[src/design/acfec_pkg.sv]
// constants shared by the converter control block and its update-rate timer
// assumes one 40 MHz core clock and a byte-wide special function register port
package acfec_pkg;

	// special function register addresses
	localparam logic [7:0] ADDR_CURRENT_SOURCE_CONTROL = 8'hD5;
	localparam logic [7:0] ADDR_DECIMATION_FACTOR = 8'hD4;
	localparam logic [7:0] ADDR_PRIMARY_GAIN_LOW = 8'hE9;
	localparam logic [7:0] ADDR_PRIMARY_GAIN_MID = 8'hEA;
	localparam logic [7:0] ADDR_PRIMARY_GAIN_HIGH = 8'hEB;
	localparam logic [7:0] ADDR_AUX_GAIN_LOW = 8'hEC;
	localparam logic [7:0] ADDR_AUX_GAIN_HIGH = 8'hED;

	// reset values, calibration and minimum decimation factors, unmapped read value
	localparam logic [7:0] CURRENT_CONTROL_RESET = 8'h00;
	localparam logic [7:0] DECIMATION_RESET = 8'h45;
	localparam logic [7:0] DECIMATION_CAL = 8'hFF;
	localparam logic [7:0] DECIMATION_MIN = 8'h0D;
	localparam logic [7:0] READ_UNMAPPED = 8'h00;

	// conversion mode field value in which the gain bytes accept writes
	localparam logic [2:0] MODE_IDLE = 3'h0;

	// current source control field positions
	localparam int BIT_BURNOUT = 6;
	localparam int BIT_AUX_CORR = 5;
	localparam int BIT_PRIMARY_CORR = 4;
	localparam int BIT_SRC2_PIN = 3;
	localparam int BIT_SRC1_PIN = 2;
	localparam int BIT_SRC2_EN = 1;
	localparam int BIT_SRC1_EN = 0;
	localparam int CURRENT_CONTROL_W = 7;

	// byte lanes of the gain words
	localparam int BYTE_W = 8;
	localparam int PRIMARY_GAIN_W = 24;
	localparam int AUX_GAIN_W = 16;

	// timing: modulator clock and update period of three times eight times the factor
	localparam longint CLOCK_HZ = 40000000;
	localparam longint MOD_CLOCK_HZ = 32768;
	localparam int MOD_DIV = int'(CLOCK_HZ / MOD_CLOCK_HZ);
	localparam int MOD_DIV_W = 11;
	localparam int PERIOD_W = 13;
	localparam logic [PERIOD_W-1:0] UPDATE_MULT = 13'h0018;
	localparam logic [1:0] FIRST_RESULT_PERIODS = 2'h2;

endpackage

[src/design/acfec_rate_if.sv]
// carrier between the control registers and the update-rate timer
// assumes both ends sit on the same core clock
`timescale 1ns/1ps
interface acfec_rate_if;
	logic [7:0] decim;
	logic run;
	logic mod_tick;
	logic update_tick;
	logic result_ready;

	modport ctrl (
		output decim,
		output run,
		output mod_tick,
		input update_tick,
		input result_ready
	);

	modport timer (
		input decim,
		input run,
		input mod_tick,
		output update_tick,
		output result_ready
	);
endinterface

[src/design/acfec_ctrl.sv]
// gain coefficients, decimation factor and current source control of two converters
// assumes a byte special function register port from the core and mode status from the
// mode control; factory coefficients are stable whenever reset is high
//
// Functional notes
// - primary gain is 24 bits over three bytes, high at EB down to E9.
// - auxiliary gain is 16 bits, high byte at ED, low byte at EC.
// - after reset both gain sets hold the factory coefficient inputs.
// - primary full-scale calibration result overwrites the primary gain bytes.
// - auxiliary full-scale calibration result overwrites the auxiliary gain bytes.
// - software gain writes land only while conversion mode bits are zero.
// - update rate is modulator clock over three times eight times factor.
// - decimation writes are ignored while either converter is active.
// - decimation factor resets to 45.
// - first result appears only after two full update periods.
// - calibration always runs the filter with factor FF.
// - after calibration the programmed factor is used again.
// - control bit 6 enables both burnout sources.
// - control bit 5 enables auxiliary current correction scaling.
// - control bit 4 enables primary current correction scaling.
// - bit 3 steers source two: set to pin a, clear to pin b.
// - bit 2 steers source one: set to pin b, clear to pin a.
// - bit 1 switches source two, bit 0 switches source one.
// - both sources may land on the same pin at once.
`timescale 1ns/1ps
module acfec_ctrl #(
	parameter int MOD_DIV = acfec_pkg::MOD_DIV
) (
	// clock and reset
	input wire logic clock,
	input wire logic sys_rst,
	// special function register port
	input wire logic [7:0] sfr_addr,
	input wire logic [7:0] sfr_wdata,
	input wire logic sfr_wr_en,
	input wire logic sfr_rd_en,
	output logic [7:0] sfr_rdata,
	// mode control status
	input wire logic [2:0] conversion_mode_bits,
	input wire logic primary_active,
	input wire logic aux_active,
	input wire logic calibrating,
	// factory coefficients
	input wire logic [23:0] primary_factory_gain,
	input wire logic [15:0] aux_factory_gain,
	// full-scale calibration results
	input wire logic primary_fs_cal_done,
	input wire logic [23:0] primary_fs_cal_gain,
	input wire logic aux_fs_cal_done,
	input wire logic [15:0] aux_fs_cal_gain,
	// coefficients and filter setting to the converters
	output logic [23:0] primary_gain,
	output logic [15:0] aux_gain,
	output logic [7:0] filter_decimation,
	output logic update_tick,
	output logic result_ready,
	// current source switches
	output logic burnout_enable,
	output logic aux_current_correction,
	output logic primary_current_correction,
	output logic src1_to_pin_a,
	output logic src1_to_pin_b,
	output logic src2_to_pin_a,
	output logic src2_to_pin_b
);

	localparam int BW = acfec_pkg::BYTE_W;

	logic [acfec_pkg::PRIMARY_GAIN_W-1:0] primary_gain_reg;
	logic [acfec_pkg::AUX_GAIN_W-1:0] aux_gain_reg;
	logic [7:0] decimation_factor_reg;
	logic [acfec_pkg::CURRENT_CONTROL_W-1:0] current_source_control_reg;
	logic [7:0] rdata_reg;
	logic [7:0] rdata_next;
	logic [acfec_pkg::MOD_DIV_W-1:0] mod_cnt_reg;
	logic mod_tick_reg;
	logic [7:0] decim_eff_reg;
	logic mode_idle;
	logic conv_active;
	logic wr_pl;
	logic wr_pm;
	logic wr_ph;
	logic wr_al;
	logic wr_ah;
	logic wr_decim;
	logic wr_current_source_control;

	acfec_rate_if rate_bus ();

	acfec_rate_timer u_timer (
		.clock(clock),
		.sys_rst(sys_rst),
		.rs(rate_bus.timer)
	);

	////////////////////////////////////////////////////////////////////////////////
	// write decode

	assign mode_idle = (conversion_mode_bits == acfec_pkg::MODE_IDLE);
	assign conv_active = primary_active || aux_active;
	assign wr_pl = sfr_wr_en && sfr_addr == acfec_pkg::ADDR_PRIMARY_GAIN_LOW && mode_idle;
	assign wr_pm = sfr_wr_en && sfr_addr == acfec_pkg::ADDR_PRIMARY_GAIN_MID && mode_idle;
	assign wr_ph = sfr_wr_en && sfr_addr == acfec_pkg::ADDR_PRIMARY_GAIN_HIGH && mode_idle;
	assign wr_al = sfr_wr_en && sfr_addr == acfec_pkg::ADDR_AUX_GAIN_LOW && mode_idle;
	assign wr_ah = sfr_wr_en && sfr_addr == acfec_pkg::ADDR_AUX_GAIN_HIGH && mode_idle;
	assign wr_decim = sfr_wr_en && sfr_addr == acfec_pkg::ADDR_DECIMATION_FACTOR &&
		!conv_active;
	assign wr_current_source_control = sfr_wr_en && sfr_addr == acfec_pkg::ADDR_CURRENT_SOURCE_CONTROL;

	////////////////////////////////////////////////////////////////////////////////
	// gain coefficients: calibration result wins over a software byte in the same cycle

	always_ff @(posedge clock) begin
		if (sys_rst) begin
			primary_gain_reg <= primary_factory_gain;
		end else if (primary_fs_cal_done) begin
			primary_gain_reg <= primary_fs_cal_gain;
		end else begin
			if (wr_ph) begin
				primary_gain_reg[2*BW +: BW] <= sfr_wdata;
			end
			if (wr_pm) begin
				primary_gain_reg[BW +: BW] <= sfr_wdata;
			end
			if (wr_pl) begin
				primary_gain_reg[0 +: BW] <= sfr_wdata;
			end
		end
	end

	always_ff @(posedge clock) begin
		if (sys_rst) begin
			aux_gain_reg <= aux_factory_gain;
		end else if (aux_fs_cal_done) begin
			aux_gain_reg <= aux_fs_cal_gain;
		end else begin
			if (wr_ah) begin
				aux_gain_reg[BW +: BW] <= sfr_wdata;
			end
			if (wr_al) begin
				aux_gain_reg[0 +: BW] <= sfr_wdata;
			end
		end
	end

	////////////////////////////////////////////////////////////////////////////////
	// decimation factor; out-of-range values are stored as written, software keeps range

	always_ff @(posedge clock) begin
		if (sys_rst) begin
			decimation_factor_reg <= acfec_pkg::DECIMATION_RESET;
		end else if (wr_decim) begin
			decimation_factor_reg <= sfr_wdata;
		end
	end

	// stored value is never touched by calibration, so it returns by itself afterwards
	always_ff @(posedge clock) begin
		if (sys_rst) begin
			decim_eff_reg <= acfec_pkg::DECIMATION_RESET;
		end else if (calibrating) begin
			decim_eff_reg <= acfec_pkg::DECIMATION_CAL;
		end else begin
			decim_eff_reg <= decimation_factor_reg;
		end
	end

	////////////////////////////////////////////////////////////////////////////////
	// current source control, bit 7 reserved and not stored

	always_ff @(posedge clock) begin
		if (sys_rst) begin
			current_source_control_reg <=
				acfec_pkg::CURRENT_CONTROL_RESET[acfec_pkg::CURRENT_CONTROL_W-1:0];
		end else if (wr_current_source_control) begin
			current_source_control_reg <= sfr_wdata[acfec_pkg::CURRENT_CONTROL_W-1:0];
		end
	end

	always_comb begin
		burnout_enable = current_source_control_reg[acfec_pkg::BIT_BURNOUT];
		aux_current_correction = current_source_control_reg[acfec_pkg::BIT_AUX_CORR];
		primary_current_correction =
			current_source_control_reg[acfec_pkg::BIT_PRIMARY_CORR];
		// routing of each source is independent, so both may share one pin
		src2_to_pin_a = current_source_control_reg[acfec_pkg::BIT_SRC2_EN] &&
			current_source_control_reg[acfec_pkg::BIT_SRC2_PIN];
		src2_to_pin_b = current_source_control_reg[acfec_pkg::BIT_SRC2_EN] &&
			!current_source_control_reg[acfec_pkg::BIT_SRC2_PIN];
		src1_to_pin_b = current_source_control_reg[acfec_pkg::BIT_SRC1_EN] &&
			current_source_control_reg[acfec_pkg::BIT_SRC1_PIN];
		src1_to_pin_a = current_source_control_reg[acfec_pkg::BIT_SRC1_EN] &&
			!current_source_control_reg[acfec_pkg::BIT_SRC1_PIN];
	end

	////////////////////////////////////////////////////////////////////////////////
	// read path, one cycle latency, unmapped reads return zero

	always_comb begin
		rdata_next = acfec_pkg::READ_UNMAPPED;
		case (sfr_addr)
			acfec_pkg::ADDR_PRIMARY_GAIN_HIGH: rdata_next = primary_gain_reg[2*BW +: BW];
			acfec_pkg::ADDR_PRIMARY_GAIN_MID: rdata_next = primary_gain_reg[BW +: BW];
			acfec_pkg::ADDR_PRIMARY_GAIN_LOW: rdata_next = primary_gain_reg[0 +: BW];
			acfec_pkg::ADDR_AUX_GAIN_HIGH: rdata_next = aux_gain_reg[BW +: BW];
			acfec_pkg::ADDR_AUX_GAIN_LOW: rdata_next = aux_gain_reg[0 +: BW];
			acfec_pkg::ADDR_DECIMATION_FACTOR: rdata_next = decimation_factor_reg;
			acfec_pkg::ADDR_CURRENT_SOURCE_CONTROL: rdata_next = {1'b0, current_source_control_reg};
			default: rdata_next = acfec_pkg::READ_UNMAPPED;
		endcase
	end

	always_ff @(posedge clock) begin
		if (sys_rst) begin
			rdata_reg <= acfec_pkg::READ_UNMAPPED;
		end else if (sfr_rd_en) begin
			rdata_reg <= rdata_next;
		end
	end

	////////////////////////////////////////////////////////////////////////////////
	// modulator clock enable; integer divide makes it a shade fast of 32.768 kHz

	always_ff @(posedge clock) begin
		if (sys_rst) begin
			mod_cnt_reg <= '0;
			mod_tick_reg <= 1'b0;
		end else if (mod_cnt_reg == acfec_pkg::MOD_DIV_W'(MOD_DIV - 1)) begin
			mod_cnt_reg <= '0;
			mod_tick_reg <= 1'b1;
		end else begin
			mod_cnt_reg <= mod_cnt_reg + 11'h001;
			mod_tick_reg <= 1'b0;
		end
	end

	assign rate_bus.decim = decim_eff_reg;
	assign rate_bus.run = conv_active || calibrating;
	assign rate_bus.mod_tick = mod_tick_reg;

	assign sfr_rdata = rdata_reg;
	assign primary_gain = primary_gain_reg;
	assign aux_gain = aux_gain_reg;
	assign filter_decimation = decim_eff_reg;
	assign update_tick = rate_bus.update_tick;
	assign result_ready = rate_bus.result_ready;

	////////////////////////////////////////////////////////////////////////////////
	// checks

	a_primary_gain_guard: assert property (@(posedge clock) disable iff (sys_rst)
		(!mode_idle && !primary_fs_cal_done) |=> $stable(primary_gain_reg))
		else $error("primary gain changed while protected");

	a_aux_gain_guard: assert property (@(posedge clock) disable iff (sys_rst)
		(!mode_idle && !aux_fs_cal_done) |=> $stable(aux_gain_reg))
		else $error("auxiliary gain changed while protected");

	a_primary_cal_load: assert property (@(posedge clock) disable iff (sys_rst)
		primary_fs_cal_done |=> primary_gain == $past(primary_fs_cal_gain))
		else $error("primary calibration result not loaded");

	a_aux_cal_load: assert property (@(posedge clock) disable iff (sys_rst)
		aux_fs_cal_done |=> aux_gain == $past(aux_fs_cal_gain))
		else $error("auxiliary calibration result not loaded");

	a_gain_high_write: assert property (@(posedge clock) disable iff (sys_rst)
		(wr_ph && !primary_fs_cal_done) |=> primary_gain[2*BW +: BW] == $past(sfr_wdata))
		else $error("primary high byte write lost");

	a_aux_high_write: assert property (@(posedge clock) disable iff (sys_rst)
		(wr_ah && !aux_fs_cal_done) |=> aux_gain[BW +: BW] == $past(sfr_wdata))
		else $error("auxiliary high byte write lost");

	a_decim_accept: assert property (@(posedge clock) disable iff (sys_rst)
		wr_decim |=> decimation_factor_reg == $past(sfr_wdata))
		else $error("decimation write lost while idle");

	a_decim_reject: assert property (@(posedge clock) disable iff (sys_rst)
		conv_active |=> $stable(decimation_factor_reg))
		else $error("decimation changed while converting");

	a_decim_cal_max: assert property (@(posedge clock) disable iff (sys_rst)
		calibrating [*2] |-> filter_decimation == acfec_pkg::DECIMATION_CAL)
		else $error("calibration not run at maximum decimation");

	a_decim_restore: assert property (@(posedge clock) disable iff (sys_rst)
		(!calibrating && $past(!calibrating)) |-> filter_decimation == $past(decimation_factor_reg))
		else $error("programmed decimation not restored");

	a_decim_reset: assert property (@(posedge clock)
		sys_rst |=> decimation_factor_reg == acfec_pkg::DECIMATION_RESET)
		else $error("decimation reset value wrong");

	// tied to the divider wrap rather than a fixed gap, so a shortened divider still holds
	a_mod_tick_single: assert property (@(posedge clock) disable iff (sys_rst)
		mod_tick_reg |-> (mod_cnt_reg == '0) ##1 !mod_tick_reg)
		else $error("modulator enable too frequent");

	a_source_route: assert property (@(posedge clock) disable iff (sys_rst)
		!(src1_to_pin_a && src1_to_pin_b) && !(src2_to_pin_a && src2_to_pin_b))
		else $error("one source driven to two pins");

endmodule

[src/design/acfec_rate_timer.sv]
// output update timer: counts modulator ticks per update period of the sinc filter
// assumes mod_tick is a one-cycle enable and run stays high for a whole conversion
`timescale 1ns/1ps
module acfec_rate_timer (
	// clock and reset
	input wire logic clock,
	input wire logic sys_rst,
	// timer side of the rate carrier
	acfec_rate_if.timer rs
);

	logic [acfec_pkg::PERIOD_W-1:0] cnt_reg;
	logic [acfec_pkg::PERIOD_W-1:0] period;
	logic [1:0] seen_reg;
	logic period_end;
	logic update_reg;
	logic ready_reg;

	assign period = acfec_pkg::PERIOD_W'(rs.decim) * acfec_pkg::UPDATE_MULT;
	assign period_end = rs.run && rs.mod_tick && (cnt_reg == period - 13'h0001);
	assign rs.update_tick = update_reg;
	assign rs.result_ready = ready_reg;

	////////////////////////////////////////////////////////////////////////////////
	// period counter restarts whenever the converters stop

	always_ff @(posedge clock) begin
		if (sys_rst || !rs.run) begin
			cnt_reg <= '0;
		end else if (period_end) begin
			cnt_reg <= '0;
		end else if (rs.mod_tick) begin
			cnt_reg <= cnt_reg + 13'h0001;
		end
	end

	// chopping needs two full periods before the first valid word
	always_ff @(posedge clock) begin
		if (sys_rst || !rs.run) begin
			seen_reg <= '0;
		end else if (period_end && seen_reg != acfec_pkg::FIRST_RESULT_PERIODS) begin
			seen_reg <= seen_reg + 2'h1;
		end
	end

	always_ff @(posedge clock) begin
		if (sys_rst) begin
			update_reg <= 1'b0;
			ready_reg <= 1'b0;
		end else begin
			update_reg <= period_end;
			ready_reg <= period_end &&
				(seen_reg + 2'h1 >= acfec_pkg::FIRST_RESULT_PERIODS);
		end
	end

	////////////////////////////////////////////////////////////////////////////////
	// checks

	a_first_result_late: assert property (@(posedge clock) disable iff (sys_rst)
		(period_end && seen_reg == 2'h0) |=> !ready_reg)
		else $error("result ready before two update periods");

	a_period_tick_follows: assert property (@(posedge clock) disable iff (sys_rst)
		period_end |=> update_reg)
		else $error("update tick missing at period end");

	a_ready_with_tick: assert property (@(posedge clock) disable iff (sys_rst)
		ready_reg |-> update_reg && $past(seen_reg) != 2'h0)
		else $error("result ready without a completed second period");

endmodule

[config.mk]
export PLATFORM = sky130hd
export DESIGN_NAME = acfec_ctrl
export DESIGN_NICKNAME = d
export VERILOG_FILES = /design/src/design/acfec_pkg.sv /design/src/design/acfec_rate_if.sv /design/src/design/acfec_ctrl.sv /design/src/design/acfec_rate_timer.sv
export SDC_FILE = /design/constraint.sdc
export NUM_CORES = 1
export LEC_CHECK = 0
export BUFFER_PORTS_ARGS = -buffer_cell sky130_fd_sc_hd__buf_4
export CAP_MARGIN = 25
export CORE_ASPECT_RATIO = 0.5
export CORE_UTILIZATION = 40
export CTS_CLUSTER_DIAMETER = 200
export DETAILED_ROUTE_END_ITERATION = 10
export MAX_ROUTING_LAYER = met4
export PLACE_DENSITY = 0.65
export SLEW_MARGIN = 10
export SYNTH_ARGS = -nofsm -noshare
export SYNTH_HDL_FRONTEND = slang
export SYNTH_SLANG_ARGS = --single-unit
[constraint.sdc]
create_clock -name clock -period 9.7 [get_ports clock]
set_input_delay 0.97 -clock clock [delete_from_list [all_inputs] [get_ports clock]]
set_output_delay 0.97 -clock clock [all_outputs]
set_load 0.03 [all_outputs]
==> flow_metrics.env, run 1 <==
export IMPL_fill_cells=1227
export IMPL_utilization_pct=54.9
export IMPL_worstSetupPathType="reg2reg"
export IMPL_finalCritPeriodShare_pct=36.1
export IMPL_dp_hpwl_um=12000
export IMPL_reg2reg_depth=10
export IMPL_max_slew_margin_pct=33.4
export IMPL_drc=0
export IMPL_register_area_um2=2400
export IMPL_hold_buffers=0
export IMPL_pin_count=173
export IMPL_postCtsSetupRepairBufs=0
export IMPL_die_area_um2=13800
export IMPL_power_density_nw_per_um2=146
export IMPL_postLayoutSetupSlackWorst_ns=6.20
export IMPL_cts_max_level=3
export IMPL_min_period_ns=3.50
export IMPL_async_reset_ff_share_pct=0
export IMPL_total_power_mw=1.02
export IMPL_grt_overflow=0
export IMPL_finalHoldViolations=0
export IMPL_wl_per_cell_um=16.5
export IMPL_core_um2=12800
export IMPL_syn_num_nets=731
export IMPL_multi_input_area_um2=2720
export IMPL_pre_cts_slack_ns=6.24
export IMPL_fin_setup_tns_ns=0
export IMPL_syn_inst=610
export IMPL_rrSetupSlack_ns=6.20
export IMPL_worstPathArrival_ns=3.77
export IMPL_rows=29
export IMPL_hp_start="mod_cnt_reg[0]"
export IMPL_fin_nets=891
export IMPL_setup_violations=0
export IMPL_grt_usage_pct=24.1
export IMPL_drt_iter0_drc=441
export IMPL_synth_top_area_cell="dfxtp_1"
export IMPL_rsz0062_at_grt="false"
export IMPL_critPathCaptureType="flip-flop"
export IMPL_min_to="mod_cnt_reg[0]"
export IMPL_fp_dieW_um=165
export IMPL_synth_edff_count=40
export IMPL_synthFlopType="dfxtp_1"
export IMPL_cts_buffers_inserted=9
export IMPL_portBuffers=172
export IMPL_hold_depth=1
export IMPL_clk_pin_slew_ns=0.06
export IMPL_crit_start="filter_decimation[1]"
export IMPL_cts_tree="built"
export IMPL_reg2reg_to="u_timer.rs.result_ready"
export IMPL_whs_ns=0.459
export IMPL_dr_pass1_iters=7
export IMPL_wl_um=15600
export IMPL_ctsResizeCount=0
export IMPL_clock_latency_ns=0.35
export IMPL_dieHeight_um=83.5
export IMPL_synth_top_cells_by_area="dfxtp_1, edfxtp_1, a21oi_1"
export IMPL_gp_congestion=0.837
export IMPL_maxSlewViolCount=0
export IMPL_cp_start_kind="flip-flop"
export IMPL_status="complete, no violations"
export IMPL_largest_reg_flops=24
export IMPL_grt_max_degree=71
export IMPL_synth_distinct_cells=51
export IMPL_syn_area_per_cell_um2=8.70
export IMPL_grt_pass1_vias=4711
export IMPL_tightest_slew_ns=0.992
export IMPL_area_delta_synth_final_pct=32.4
export IMPL_hold_path_class="reg2reg"
export IMPL_synth_top_area_share_pct=22.6
export IMPL_drtAntennaViolNets=0
export IMPL_antenna_found_initial=0
export IMPL_vias_per_cell=5.31
export IMPL_reg2reg_from="filter_decimation[1]"
export IMPL_num_antenna_cells=0
export IMPL_clockBufferDepth=2
export IMPL_max_cap_violations=0
export IMPL_fmax_mhz=286
export IMPL_syn_cell_area_um2=5310
export IMPL_required_ns=9.97
export IMPL_ir_worst_vdd_mv=0.0798
export IMPL_cts_sinks=100
export IMPL_final_setup_skew_ns=0.00625
export IMPL_start_util_pct=41.4
export IMPL_routed_via_count=5015
export IMPL_synth_warnings=0
export IMPL_ys_ff_latch=100
export IMPL_layout_drive_gt1_share_pct=26.5
export IMPL_cp_max_fo=14
export IMPL_seq_area_frac_synth_pct=45.3
export IMPL_cts_root_buf="clkbuf_16"
export IMPL_grt_pass1_wl_um=24800
export IMPL_power_leakage_nw=2.99
-- how the worst max path moves through the flow --
| stage | to | slack [ns] | depth (start not counted) |
|---|---|---|---|
| floorplan | u_timer.seen_reg[0] | 6.28 | 10 |
| CTS | u_timer.rs.result_ready | 6.21 | 10 |
| global placement | aux_gain[14] | 6.24 | 7 |
| global route | u_timer.rs.result_ready | 6.05 | 10 |
| finish | u_timer.rs.result_ready | 6.20 | 10 |
| detailed placement | u_timer.rs.result_ready | 6.24 | 10 |
-- metrics by stage --
step	instances	area, µm²
after global placement	926	6730
after global routing	945	7030
after floorplan	610	5310
final	945	7030
after detailed placement	927	6740
after CTS	943	7020
-- per-layer routing --
| layer | vias to the layer above | part of all wire (%) | track usage [%] | routed length [µm] |
|---|---|---|---|---|
| met5 | - | 0 | - | 0 |
| met4 | 0 | 1.1 | 6.01 | 165 |
| met3 | 17 | 5.2 | 4.52 | 814 |
| met2 | 156 | 47 | 37.1 | 7350 |
| met1 | 2354 | 47 | 32.6 | 7290 |
| li1 | 2488 | - | - | - |
-- cell type report --
class,count,area share (%)
Multi-Input combinational cell,462,38.7
Tap cell,170,3.03
Sequential cell,100,34.2
Inverter,17,0.908
Clock inverter,6,0.783
Clock buffer,10,3.26
Timing Repair Buffer,180,19.1
-- where the power goes --
group	switching [mW]	leakage [nW]	internal (mW)	total, mW
Sequential	0.0177	0.899	0.464	0.481
Combinational	0.115	1.94	0.0833	0.198
Clock	0.148	0.148	0.198	0.345
-- layout by cell type, fill, tap and decap left out, types with 2 or more instances in the layout --
cell       netlist  final
a211o_1          5      5
a21o_1           2      2
a21oi_1         62     62
a221oi_1         7      7
a222oi_1         7      7
and2_1           4      4
and3_1           9      9
buf_2            0      3
buf_4            1    177
clkbuf_16        0      9
clkinv_2         0      3
dfxtp_1         60     60
edfxtp_1        40     40
ha_1            12     12
inv_1           17     18
mux2i_1         15     15
nand2_1         75     75
nand2b_1         2      2
nand3_1         18     18
nand4_1          4      4
nor2_1          70     70
nor2b_1         21     21
nor3_1          25     25
nor4_1           4      4
o21ai_0         46     46
o221ai_1         2      2
o31ai_1          4      4
or2_2            3      3
or3_1            4      4
xnor2_1         23     23
xor2_1          16     16
-- cells by family after synthesis --
family | share of synthesized area, %
adder cells (fa/ha/maj) | 3.21
flip-flops | 45.3
AO/OA/AOI/OAI | 16.7
AND/OR/NAND/NOR | 21.8
multiplexers | 3.11
buffers and inverters | 3.46
XOR/XNOR | 6.43
-- critical path: stages (launching register included) --
cell and delay [ns]:
dfxtp_1 0.36, ha_1 0.24, fa_1 0.42, a211o_1 0.34, and4_4 0.21, or3_4 0.37
or4_1 0.52, a31oi_1 0.17, o31a_1 0.19, o2111a_2 0.41, nor3b_2 0.20
-- Yosys cell counts, types with 3 or more instances --
cell      number
nand2_1       75
nor2_1        70
a21oi_1       62
dfxtp_1       60
o21ai_0       46
edfxtp_1      40
clkbuf_1      30
nor3_1        25
xnor2_1       23
nor2b_1       21
nand3_1       18
inv_1         17
xor2_1        16
mux2i_1       15
ha_1          12
and3_1         9
a221oi_1       7
a222oi_1       7
a211o_1        5
and2_1         4
nand4_1        4
nor4_1         4
o31ai_1        4
or3_1          4
or2_2          3
Note: power is estimated with default switching activity, not from simulation.
==> run 2: changes to the inputs <==
- PLACE_DENSITY: 0.65 -> 0.68
- clock period: 9.7 -> 2.96 ns (I/O delays scaled with it)
==> run 2 against run 1 <==
  * The flow now finishes with violations (setup timing)
  * Sequential power rose to 3.3 times the previous value
  * Utilization is 2.9 points higher
  * Combinational power grew to 3.5 times the previous value
  * Wire length increased by 2.8%
  * Power grew to 3.5 times the previous value
  * Clock skew is essentially flat
  * Sequential share of layout area shrank 1.6 points
  * Via count rose by 2.8%
  * Maximum frequency is 12% higher
  * Final cell count increased by 2.8%
  * Worst hold slack lost 0.25 ns
  * Critical path depth grew 1
  * Largest cell class unchanged
  * Largest power group unchanged
==> flow_metrics.env, run 2 (synthesis gave the netlist of run 1 again) <==
export IMPL_dp_hpwl_um=12300
export IMPL_worstSetupPathType="reg2reg"
export IMPL_failed_checks="setup timing"
export IMPL_cts_root_buf="clkbuf_16"
export IMPL_fin_nets=917
export IMPL_whs_ns=0.213
export IMPL_cts_tree="built"
export IMPL_worstPathArrival_ns=3.36
export IMPL_cts_max_level=3
export IMPL_tightest_slew_ns=0.615
export IMPL_postLayoutSetupSlackWorst_ns=-0.178
export IMPL_utilization_pct=57.8
export IMPL_cts_sinks=100
export IMPL_core_um2=12800
export IMPL_dieHeight_um=83.5
export IMPL_routed_via_count=5154
export IMPL_finalCritPeriodShare_pct=106
export IMPL_cp_max_fo=6
export IMPL_rows=29
export IMPL_hp_start="sfr_wdata[7]"
export IMPL_grt_pass1_wl_um=25500
export IMPL_gp_congestion=0.876
export IMPL_reg2reg_from="filter_decimation[1]"
export IMPL_final_common_cell="buf_4"
export IMPL_vias_per_cell=5.31
export IMPL_drt_iter0_drc=514
export IMPL_setup_violations=16
export IMPL_clockBufferDepth=2
export IMPL_wl_per_cell_um=16.5
export IMPL_wl_um=16100
export IMPL_cts_buffers_inserted=9
export IMPL_grt_usage_pct=24.8
export IMPL_status="finished, violations left"
export IMPL_clock_latency_ns=0.34
export IMPL_cp_start_kind="flip-flop"
export IMPL_highest_layer="met4"
export IMPL_rsz0062_at_grt="true"
export IMPL_fp_dieW_um=165
export IMPL_num_antenna_cells=0
export IMPL_required_ns=3.18
export IMPL_pin_count=173
export IMPL_power_leakage_nw=3.14
export IMPL_grt_pass1_vias=4878
export IMPL_drtAntennaViolNets=0
export IMPL_finalHoldViolations=0
export IMPL_antenna_found_initial=0
export IMPL_min_period_ns=3.14
export IMPL_die_area_um2=13800
export IMPL_power_density_nw_per_um2=482
export IMPL_grt_max_degree=53
export IMPL_route_met3_wl_um=883
export IMPL_wl_met1_um=7270
export IMPL_fmax_mhz=319
export IMPL_final_setup_skew_ns=0.00633
export IMPL_maxSlewViolCount=0
export IMPL_max_slew_margin_pct=59.0
export IMPL_start_util_pct=41.4
export IMPL_ir_worst_vdd_mv=0.256
export IMPL_dr_wl_met2_um=7640
export IMPL_crit_start="filter_decimation[1]"
export IMPL_drc=0
export IMPL_grt_overflow=0
export IMPL_critPathCaptureType="flip-flop"
export IMPL_hold_path_class="in2reg"
export IMPL_area_delta_synth_final_pct=39.4
export IMPL_max_cap_violations=0
export IMPL_largest_reg_flops=24
export IMPL_clk_pin_slew_ns=0.07
export IMPL_dr_pass1_iters=7
export IMPL_final_cell_mix="buf_4, nand2_1, nor2_1, a21oi_1, dfxtp_1"
export IMPL_portBuffers=172
export IMPL_layout_drive_gt1_share_pct=31.1
## run 2: changes by cell type in the layout (fill, tap and decap cells not counted), moves of 3 or more
cell / previous run / this run
buf_2: 3 / 0
buf_4: 177 / 202
buf_6: 0 / 3
clkinv_2: 3 / 0
nor3_1: 25 / 13
nor3_2: 0 / 12
## run 2: critical path, stage by stage, from the launching register on
cell and delay [ns]:
dfxtp_4 0.35, buf_6 0.12, fa_2 0.39, a211o_4 0.36, and4_4 0.16, or3_4 0.33, or4_4 0.48, a31oi_1 0.15
o31a_1 0.19, o2111a_2 0.31, buf_12 0.15, nor3_2 0.04
## run 2: worst paths after layout
check | depth (start not counted) | to | slack (ns)
max | 11 | u_timer.cnt_reg[8] | -0.18
min | 3 | decimation_factor_reg[7] | 0.21
min reg2reg | 1 | mod_cnt_reg[0] | 0.46
max reg2reg | 11 | u_timer.cnt_reg[8] | -0.18
## run 2: area by class of cell
cell class                 count  area (µm²)
inverter                      17        63.8
fill                        1174        5410
clock inverter                 5         100
timing repair buffer         206        1570
multi-input combinational    462        2810
sequential                   100        2410
tap                          170         213
clock buffer                  11         233
## run 2: per-layer routing
layer	GRT usage, %	vias up
met1	34.0	2434
met3	4.12	30
met2	37.7	148
li1	-	2542
met5	-	-
met4	7.01	0
## run 2: power breakdown
part	switching [mW]	internal, mW	total [mW]
combinational	0.388	0.297	0.684
sequential	0.0537	1.52	1.57
clock	0.488	0.822	1.31
## run 2: through the flow
stage | power [mW] | worst slack, ns | cells | cell area [µm²] | setup TNS (ns)
after CTS | 3.58 | -0.185 | 969 | 7360 | -2.57
final | 3.57 | -0.178 | 971 | 7400 | -2.44
after global placement | 2.27 | -0.208 | 951 | 7000 | -2.85
after global routing | 3.70 | -0.294 | 971 | 7400 | -4.25
after detailed placement | 2.27 | -0.231 | 951 | 7000 | -3.18
after floorplan | 1.95 | -0.174 | 610 | 5390 | -1.80
## run 2: what timing repair did
action	4_1_cts	5_1_grt
hold buffers	0	0
buffers inserted	2	2
pin swaps	6	4
endpoints found under the hold margin	0	0
resized for setup	3	4
endpoints found under the setup margin	16	16
==> run 3: changes to the inputs <==
- CORE_MARGIN: not set -> 3
==> run 3 against run 2 <==
  * The run still ends with setup timing left
  * Utilization down 0.41 points
  * Clock skew about the same
  * Critical path depth unchanged
  * First-iteration DRC count down 0.78%
  * Final cell count down 0.41%
  * Die area up 7.3%
  * Critical endpoint is now u_timer.cnt_reg[0]
  * Largest power group unchanged
  * Highest routed layer unchanged
==> flow_metrics.env, run 3 (synthesis gave the netlist of run 1 again) <==
export IMPL_required_ns=3.17
export IMPL_power_leakage_nw=3.12
export IMPL_grt_max_degree=55
export IMPL_cts_buffers_inserted=9
export IMPL_rsz0062_at_grt="true"
export IMPL_max_slew_margin_pct=57.1
export IMPL_fin_setup_tns_ns=-3.72
export IMPL_gp_congestion=0.845
export IMPL_worstSetupPathType="reg2reg"
export IMPL_postCtsSetupRepairBufs=0
export IMPL_min_period_ns=3.23
export IMPL_die_area_um2=14800
export IMPL_postLayoutCellArea_um2=7350
export IMPL_finalCritPeriodShare_pct=109
export IMPL_pre_cts_slack_ns=-0.228
export IMPL_cts_root_buf="clkbuf_16"
export IMPL_power_density_nw_per_um2=480
export IMPL_drt_iter0_drc=510
export IMPL_worstPathArrival_ns=3.44
export IMPL_max_cap_violations=0
export IMPL_critPathCaptureType="flip-flop"
export IMPL_hp_start="calibrating"
export IMPL_place_area_um2=7000
export IMPL_reg2reg_from="filter_decimation[0]"
export IMPL_clockBufferDepth=2
export IMPL_postLayoutSetupSlackWorst_ns=-0.266
export IMPL_cp_start_kind="flip-flop"
export IMPL_setup_violations=16
export IMPL_hold_path_class="in2reg"
export IMPL_num_antenna_cells=0
export IMPL_cp_max_fo=8
export IMPL_wl_per_cell_um=17.1
export IMPL_vias_per_cell=5.33
export IMPL_utilization_pct=57.4
export IMPL_final_common_cell="buf_4"
export IMPL_crit_start="filter_decimation[0]"
export IMPL_core_um2=12800
export IMPL_grt_pass1_vias=4778
export IMPL_fp_dieW_um=169
export IMPL_wl_um=16600
export IMPL_ir_worst_vdd_mv=0.281
export IMPL_clock_latency_ns=0.34
export IMPL_place_inst=951
export IMPL_finalHoldViolations=0
export IMPL_clk_pin_slew_ns=0.07
export IMPL_grt_usage_pct=22.2
export IMPL_slowest_delay_ns=0.48
export IMPL_final_cell_mix="buf_4, nand2_1, nor2_1, a21oi_1, dfxtp_1"
export IMPL_status="finished, violations left"
export IMPL_grt_pass1_wl_um=25000
export IMPL_cts_tree="built"
export IMPL_dp_hpwl_um=12900
export IMPL_cts_sinks=100
export IMPL_fin_nets=913
export IMPL_pin_count=173
export IMPL_grt_overflow=0
export IMPL_tightest_slew_ns=0.643
export IMPL_routed_via_count=5154
export IMPL_final_setup_skew_ns=0.00667
export IMPL_drtAntennaViolNets=0
export IMPL_slowest_stage="or4_1"
export IMPL_crit_chain="ha_4 -> fa_2 -> a211o_4 -> and4_4 -> or3_4 -> or4_1 -> a31oi_1 -> o31a_1 -> o2111a_2 -> buf_12 -> nor3_1"
export IMPL_drc=0
export IMPL_maxSlewViolCount=0
export IMPL_total_power_mw=3.53
export IMPL_largest_reg_flops=24
export IMPL_whs_ns=0.209
export IMPL_area_delta_synth_final_pct=38.4
export IMPL_cts_max_level=3
export IMPL_portBuffers=172
export IMPL_dr_pass1_iters=5
export IMPL_rows=29
export IMPL_antenna_found_initial=0
export IMPL_layout_drive_gt1_share_pct=30.7
export IMPL_fmax_mhz=310
export IMPL_failed_checks="setup timing"
export IMPL_dieHeight_um=87.5
export IMPL_layout_cells_non_filler=967
export IMPL_start_util_pct=41.4
-- run 3: cell type report --
cell class	instances	area, µm²
multi-input combinational	462	2800
tap	170	213
inverter	17	63.8
timing repair buffer	202	1530
sequential	100	2410
clock inverter	4	52.6
clock buffer	12	278
fill	1161	5460
-- run 3: what timing repair did --
item | CTS | global route
hold buffers | 0 | 0
setup endpoints to repair | 16 | 16
gates resized for setup | 0 | 3
pin swaps | 4 | 3
-- run 3: path summary, 6_finish.rpt --
kind	to	slack (ns)	cells after the start
max reg2reg	u_timer.cnt_reg[0]	-0.27	11
min reg2reg	mod_cnt_reg[0]	0.47	1
max	u_timer.cnt_reg[0]	-0.27	11
min	filter_decimation[0]	0.21	2
-- run 3: metal layers --
metal	part of all wire, %	routed length [µm]	track usage [%]	vias to the layer above
li1	-	-	-	2528
met1	45	7390	29.2	2441
met2	48	7910	36.4	165
met3	6.3	1050	4.13	20
met4	1.3	213	4.53	0
met5	0	0	-	-
-- run 3: worst max-delay path, delay by kind of cell, from the launching register on --
| kind | cells | cell delay (ns) |
|---|---|---|
| simple gates | 4 | 1.04 |
| compound gates | 4 | 1.01 |
| fa+ha+maj | 2 | 0.56 |
| flops | 1 | 0.35 |
| buf+inv | 1 | 0.15 |
-- run 3: power by group --
group          switching (mW)  internal [mW]
clock network           0.516          0.756
registers              0.0527           1.52
logic                   0.391          0.294
total                   0.960           2.57
